$ cat config.mk
export PLATFORM = sky130hd
export DESIGN_NAME = fsru_unit
export DESIGN_NICKNAME = d
export VERILOG_FILES = /design/src/rtl/fsru_pkg.sv /design/src/rtl/fsru_unit.sv
export VERILOG_INCLUDE_DIRS = /design/src /design/src/rtl
export SDC_FILE = /design/constraint.sdc
export NUM_CORES = 1
export LEC_CHECK = 0
export ABC_AREA = 1
export BUFFER_PORTS_ARGS = -buffer_cell sky130_fd_sc_hd__buf_2
export CORE_MARGIN = 5
export CORE_UTILIZATION = 45
export DETAILED_ROUTE_END_ITERATION = 8
export PLACE_DENSITY_LB_ADDON = 0.05
export SYNTH_ARGS = -nofsm -noshare
export SYNTH_HDL_FRONTEND = slang
export SYNTH_SLANG_ARGS = --single-unit
$ cat constraint.sdc
create_clock -name core_clk_i -period 14.2 [get_ports core_clk_i]
set_input_delay 0.71 -clock core_clk_i [delete_from_list [all_inputs] [get_ports core_clk_i]]
set_output_delay 0.71 -clock core_clk_i [all_outputs]
set_load 0.02 [all_outputs]
$ cat src/rtl/fsru_regs.svh
// Register selects, field positions, reset values, selector steps, privilege levels and address width for the fast call unit
`ifndef FSRU_REGS_SVH
`define FSRU_REGS_SVH
`define FSRU_SEL_CALL_SELECTOR_TARGET 2'h0
`define FSRU_SEL_LONG_CALL_TARGET 2'h1
`define FSRU_SEL_COMPAT_CALL_TARGET 2'h2
`define FSRU_SEL_FLAGS_CLEAR_MASK 2'h3
`define FSRU_RET_SEL_HI 63
`define FSRU_RET_SEL_LO 48
`define FSRU_ENT_SEL_HI 47
`define FSRU_ENT_SEL_LO 32
`define FSRU_TGT32_HI 31
`define FSRU_TGT32_LO 0
`define FSRU_REG_RESET 64'h0000000000000000
`define FSRU_SS_STEP 16'h0008
`define FSRU_CS64_STEP 16'h0010
`define FSRU_PRIV_USER 2'h3
`define FSRU_PRIV_KERNEL 2'h0
`define FSRU_VA_BITS 48
`endif

$ cat src/rtl/fsru_pkg.sv
// Types shared by the fast call unit
package fsru_pkg;
	typedef enum logic [1:0] {
		FSRU_MODE_LEGACY,
		FSRU_MODE_COMPAT,
		FSRU_MODE_64
	} fsru_mode_type;
	typedef struct packed {
		logic [15:0] cs_sel;
		logic [15:0] ss_sel;
		logic [63:0] target;
		logic [63:0] flags;
		logic [1:0] priv;
		logic is_return;
	} fsru_xfer_type;
endpackage

$ cat src/rtl/fsru_unit.sv
// Fast operating-system entry and return unit with its four model registers
// Notes on behaviour
// - Return selectors come from bits 63:48
// - Return to 32-bit code: selector unchanged
// - Return to 64-bit code: selector plus 16
// - Return stack selector: field plus 8
// - Entry code selector copied from bits 47:32
// - Entry stack selector: field plus 8
// - Bits 31:0 hold legacy entry target
// - 64-bit caller uses long call target
// - Compatibility caller uses compat call target
// - Non-canonical target write raises protection fault
// - Long-mode entry clears flags under mask
// - Target selector privilege is never checked
// - Return gives level 3, entry level 0
// - Fixed selector and descriptor values, no lookup
// - Model register access privileged, 64-bit wide
`timescale 1ns/1ns
`include "fsru_regs.svh"
module fsru_unit
	import fsru_pkg::*;
(
	// Clock and reset
	input wire logic core_clk_i,
	input wire logic reset_n_i,
	// Model register access
	input wire logic model_reg_write_i,
	input wire logic model_reg_read_i,
	input wire logic [1:0] reg_sel_i,
	input wire logic [63:0] reg_wdata_i,
	input wire logic [1:0] current_priv_level_i,
	output logic [63:0] reg_rdata_o,
	output logic reg_done_o,
	output logic protection_fault_o,
	// Transfer requests
	input wire logic fast_os_entry_i,
	input wire logic fast_os_return_i,
	input wire logic long_mode_i,
	input wire logic [1:0] caller_mode_i,
	input wire logic [1:0] return_mode_i,
	input wire logic [63:0] flags_word_i,
	// Transfer result
	output logic xfer_valid_o,
	output fsru_xfer_type xfer_o
);

	logic rst_meta_ff;
	logic rst_sync_ff;
	logic [63:0] call_selector_target_ff;
	logic [63:0] long_call_target_ff;
	logic [63:0] compat_call_target_ff;
	logic [63:0] flags_clear_mask_ff;
	logic [63:0] nxt_call_selector_target;
	logic [63:0] nxt_long_call_target;
	logic [63:0] nxt_compat_call_target;
	logic [63:0] nxt_flags_clear_mask;
	logic [63:0] rdata_ff;
	logic [63:0] nxt_rdata;
	logic done_ff;
	logic nxt_done;
	logic fault_ff;
	logic nxt_fault;
	logic xvalid_ff;
	logic nxt_xvalid;
	fsru_xfer_type xfer_ff;
	fsru_xfer_type nxt_xfer;
	logic [15:0] ret_field;
	logic [15:0] ent_field;

	// Canonical when bits above the VA width copy the top VA bit
	function automatic logic is_canonical(input logic [63:0] a);
		logic [63:0] ext;
		ext = {{(64 - `FSRU_VA_BITS){a[`FSRU_VA_BITS - 1]}},
			a[`FSRU_VA_BITS - 1:0]};
		is_canonical = (ext == a);
	endfunction

	// Reset release through two flops, assertion stays asynchronous
	always_ff @(posedge core_clk_i or negedge reset_n_i) begin
		if (!reset_n_i) begin
			rst_meta_ff <= 1'b0;
			rst_sync_ff <= 1'b0;
		end else begin
			rst_meta_ff <= 1'b1;
			rst_sync_ff <= rst_meta_ff;
		end
	end

	assign ret_field = call_selector_target_ff[`FSRU_RET_SEL_HI:`FSRU_RET_SEL_LO];
	assign ent_field = call_selector_target_ff[`FSRU_ENT_SEL_HI:`FSRU_ENT_SEL_LO];

	// Register access; only level 0 may touch the registers
	always_comb begin
		nxt_call_selector_target = call_selector_target_ff;
		nxt_long_call_target = long_call_target_ff;
		nxt_compat_call_target = compat_call_target_ff;
		nxt_flags_clear_mask = flags_clear_mask_ff;
		nxt_rdata = rdata_ff;
		nxt_done = 1'b0;
		nxt_fault = 1'b0;
		if (model_reg_write_i || model_reg_read_i) begin
			nxt_done = 1'b1;
			if (current_priv_level_i != `FSRU_PRIV_KERNEL) begin
				nxt_fault = 1'b1;
			end else if (model_reg_write_i) begin
				case (reg_sel_i)
				`FSRU_SEL_CALL_SELECTOR_TARGET: begin
					nxt_call_selector_target = reg_wdata_i;
				end
				`FSRU_SEL_LONG_CALL_TARGET: begin
					// Faulting write leaves the old target in place
					if (is_canonical(reg_wdata_i)) begin
						nxt_long_call_target = reg_wdata_i;
					end else begin
						nxt_fault = 1'b1;
					end
				end
				`FSRU_SEL_COMPAT_CALL_TARGET: begin
					if (is_canonical(reg_wdata_i)) begin
						nxt_compat_call_target = reg_wdata_i;
					end else begin
						nxt_fault = 1'b1;
					end
				end
				default: begin
					nxt_flags_clear_mask = reg_wdata_i;
				end
				endcase
			end else begin
				case (reg_sel_i)
				`FSRU_SEL_CALL_SELECTOR_TARGET: nxt_rdata = call_selector_target_ff;
				`FSRU_SEL_LONG_CALL_TARGET: nxt_rdata = long_call_target_ff;
				`FSRU_SEL_COMPAT_CALL_TARGET: nxt_rdata = compat_call_target_ff;
				default: nxt_rdata = flags_clear_mask_ff;
				endcase
			end
		end
	end

	// Register file, cleared at reset
	always_ff @(posedge core_clk_i or negedge rst_sync_ff) begin
		if (!rst_sync_ff) begin
			call_selector_target_ff <= `FSRU_REG_RESET;
			long_call_target_ff <= `FSRU_REG_RESET;
			compat_call_target_ff <= `FSRU_REG_RESET;
			flags_clear_mask_ff <= `FSRU_REG_RESET;
			rdata_ff <= 64'h0;
			done_ff <= 1'b0;
			fault_ff <= 1'b0;
		end else begin
			call_selector_target_ff <= nxt_call_selector_target;
			long_call_target_ff <= nxt_long_call_target;
			compat_call_target_ff <= nxt_compat_call_target;
			flags_clear_mask_ff <= nxt_flags_clear_mask;
			rdata_ff <= nxt_rdata;
			done_ff <= nxt_done;
			fault_ff <= nxt_fault;
		end
	end

	// Transfer builder: fixed selectors, no table walk, no privilege check
	always_comb begin
		nxt_xfer = xfer_ff;
		nxt_xvalid = 1'b0;
		if (fast_os_return_i) begin
			nxt_xvalid = 1'b1;
			nxt_xfer.is_return = 1'b1;
			if (return_mode_i == FSRU_MODE_64) begin
				nxt_xfer.cs_sel = ret_field + `FSRU_CS64_STEP;
			end else begin
				nxt_xfer.cs_sel = ret_field;
			end
			nxt_xfer.ss_sel = ret_field + `FSRU_SS_STEP;
			nxt_xfer.priv = `FSRU_PRIV_USER;
			nxt_xfer.target = 64'h0;
			nxt_xfer.flags = flags_word_i;
		end else if (fast_os_entry_i) begin
			nxt_xvalid = 1'b1;
			nxt_xfer.is_return = 1'b0;
			nxt_xfer.cs_sel = ent_field;
			nxt_xfer.ss_sel = ent_field + `FSRU_SS_STEP;
			nxt_xfer.priv = `FSRU_PRIV_KERNEL;
			if (!long_mode_i) begin
				nxt_xfer.target = {32'h0,
					call_selector_target_ff[`FSRU_TGT32_HI:`FSRU_TGT32_LO]};
				nxt_xfer.flags = flags_word_i;
			end else begin
				if (caller_mode_i == FSRU_MODE_64) begin
					nxt_xfer.target = long_call_target_ff;
				end else begin
					nxt_xfer.target = compat_call_target_ff;
				end
				nxt_xfer.flags = flags_word_i & ~flags_clear_mask_ff;
			end
		end
	end

	// Transfer result registers
	always_ff @(posedge core_clk_i or negedge rst_sync_ff) begin
		if (!rst_sync_ff) begin
			xfer_ff <= '0;
			xvalid_ff <= 1'b0;
		end else begin
			xfer_ff <= nxt_xfer;
			xvalid_ff <= nxt_xvalid;
		end
	end

	assign reg_rdata_o = rdata_ff;
	assign reg_done_o = done_ff;
	assign protection_fault_o = fault_ff;
	assign xfer_valid_o = xvalid_ff;
	assign xfer_o = xfer_ff;
endmodule

==> results_dict.tcl <==
set metrics [dict create \
    fmax_ghz 0.294 \
    swShare_pct 30.0 \
    finClkSkew_ps 15.1 \
    dominantRegCellSynth "dfrtp_1" \
    crit_path_start_kind "register" \
    dr_total_vias 19906 \
    place_hpwl_um 45800 \
    status "complete, no violations" \
    antenna_found_initial 4 \
    layout_common_cells "nand2_1, dfrtp_1, buf_2" \
    start_util_pct 45.2 \
    setup_viol 0 \
    n_antenna_cell 0 \
    overflow 0 \
    drive_above_1_share_pct 16.3 \
    grt_max_degree 181 \
    finalHoldViolCount 0 \
    grt_usage_pct 27.2 \
    worst_pin_slew_ps 1220 \
    io_buffers 372 \
    ir_drop_uv 78.1 \
    comb_power_share_pct 15.3 \
    grt_pass1_vias 19654 \
    synthArstFlopShare_pct 100 \
    crit_type "register to async pin" \
    htree_num_levels 2 \
    coreArea_mm2 0.0486 \
    grt_pass1_wl_um 115000 \
    tns_ps 0 \
    cts_made_buffers 53 \
    power.density_mw_per_mm2 139 \
    clock_sinks 483 \
    fin_crit_sh_pct 23.9 \
    layout_commonest_cell "nand2_1" \
    wl_per_cell_um 19.9 \
    first_pass_iters 5 \
    utilization_pct 53.0 \
    cts_root_buffer "clkbuf_16" \
    critPathRequiredTime_ps 14820 \
    fp.dieH_um 231 \
    dpl_worst_slack_ps 10600 \
    areaGrowthSynthToFinish_pct 17.3 \
    cts_buffer_depth 3 \
    layout_setup_ws_ps 10800 \
    die_area_mm2 0.0533 \
    period_needed_ps 3400 \
    clock_power_share_pct 38.4 \
    cts_tree "built" \
    yosys_warnings 0 \
    drc 0 \
    synth_edf_count 0 \
    pin_count 373 \
    synthCells 2771 \
    rows 81 \
    worstSetupEndpointType "async pin" \
    rsz0062_at_grt "no" \
    ant_nets 0 \
    synth_cell_types 31 \
    avgViaCountPerCell 5.38 \
    gp_congestion 0.846 \
    cell_internal_pwr_w 0.00251 \
    die_w_um 231 \
    seqPwrFrac_pct 46.4 \
    drv_slew 0 \
    num-nets-final 3185 \
    synth_seq_area_share_pct 55.0 \
    cts_setup_buffers 0 \
    synth_nets 2920 \
    drtIter0Drc 1724 \
    totalWireLength_um 73600 \
    avgSynthCellArea_um2 7.93 \
    switching_power_w 0.00108 \
    arrival_ps 4020 \
    ys_seq_elements 483 \
    clkSlewWorstSetupHoldPaths_ps 60 \
    p_leak_nw 13.2 \
    hold_class "primary input to register" \
    syn-cell-area_mm2 0.0220 \
    cp_max_fo 65 \
    max-slew-margin-rel_pct 18.7 \
    drv_cap 0 \
    clock_latency_ps 600 \
]
[sequential cells by signal, summed over array words and instances (netlist names)]
register / count
protection_fault_o: 1
long_call_target_ff: 64
compat_call_target_ff: 64
reg_done_o: 1
rst_sync_ff: 1
rst_meta_ff: 1
call_selector_target_ff: 64
flags_clear_mask_ff: 64
xfer_valid_o: 1
reg_rdata_o: 64
xfer_o: 158
[power by group through the flow]
stage                     Sequential (W)  Clock, W  Combinational, W
after detailed placement         0.00169         0          0.000556
final                            0.00167   0.00138          0.000548
after floorplan                  0.00175         0          0.000236
after CTS                        0.00167   0.00140          0.000557
after global placement           0.00168         0          0.000549
after global routing             0.00168   0.00146          0.000612
[per-layer routing]
| layer | part of all wire, % | up-vias | global-route usage, % | wire length (µm) |
|---|---|---|---|---|
| met3 | 7.0 | 108 | 5.52 | 5180 |
| li1 | - | 9427 | - | - |
| met1 | 43 | 9711 | 37.1 | 31400 |
| met4 | 1.9 | 6 | 6.61 | 1420 |
| met5 | 0.054 | - | 0 | 40 |
| met2 | 48 | 654 | 45.0 | 35600 |
[per-stage QoR]
step | cell area [µm²] | total power [W] | hold slack [ps] | cells
2_1_floorplan | 22000 | 0.00199 | 331 | 2771
3_3_place_gp | 24000 | 0.00223 | 334 | 3602
3_5_place_dp | 24000 | 0.00224 | 341 | 3602
4_1_cts | 25800 | 0.00363 | 292 | 3697
5_1_grt | 25800 | 0.00376 | 317 | 3697
6_report | 25800 | 0.00359 | 323 | 3697
[worst max-delay path, stage by stage, from the launching register on]
cell and delay, ps:
dfrtp_4 950, buf_4 770, buf_4 750, buf_4 780
[worst paths after layout]
path	slack [ps]	depth (start not counted)	start	to
setup / recovery	10800	3	rst_sync_ff	reg_rdata_o[36]
hold / removal	320	3	flags_word_i[61]	xfer_o[64]
hold reg to reg	350	0	rst_meta_ff	rst_sync_ff
min in group asynchronous	410	0	rst_sync_ff	xfer_o[7]
max in group core_clk_i	11210	11	reg_wdata_i[47]	compat_call_target_ff[25]
setup reg to reg	10800	3	rst_sync_ff	reg_rdata_o[36]
[synthesized netlist by cell type (2+ instances only)]
library cell / number / area (µm²)
nand2_2: 3 / 18.8
nor3_1: 7 / 35.0
nand4_1: 4 / 25.0
nand4_2: 2 / 25.0
ha_1: 6 / 75.1
buf_6: 14 / 158
nand2_1: 1159 / 4350
inv_2: 3 / 11.3
dfrtp_1: 483 / 12100
buf_2: 42 / 210
a31oi_1: 67 / 419
xor2_1: 4 / 35.0
a21oi_1: 74 / 370
nand3b_1: 2 / 15.0
nand3_1: 278 / 1390
buf_1: 27 / 101
o21ai_1: 3 / 15.0
o21ai_0: 174 / 871
buf_4: 8 / 60.1
nor2_2: 3 / 18.8
clkbuf_1: 95 / 357
inv_1: 92 / 345
o31ai_1: 32 / 240
nor2_1: 182 / 683
[kinds of logic (layout without fill, tap and decap cells)]
family | count (synthesis) | after routing | synth area share, %
DFF | 483 | 483 | 55.0
AOI/OAI and AO/OA | 354 | 354 | 8.86
and+or+nand+nor | 1641 | 1641 | 29.9
adders and majority gates | 6 | 6 | 0.342
xor gates and xnor gates | 4 | 4 | 0.159
buffers and inverters | 282 | 586 | 5.69
other | 1 | 1 | 0.0171
[repair_timing]
action,CTS,global route
hold buffers,1,0
resized for setup,0,0
hold endpoints to repair,2,0
[layout make-up]
class,count,area [µm²]
clock inverters,8,68.8
clock buffers,86,1660
flip-flops and latches,483,12100
inverters,96,365
well taps,622,778
repair buffers,396,2060
multi-input cells,2006,8750
fillers,4758,22900
No activity file was read; power rests on OpenSTA's default activity.
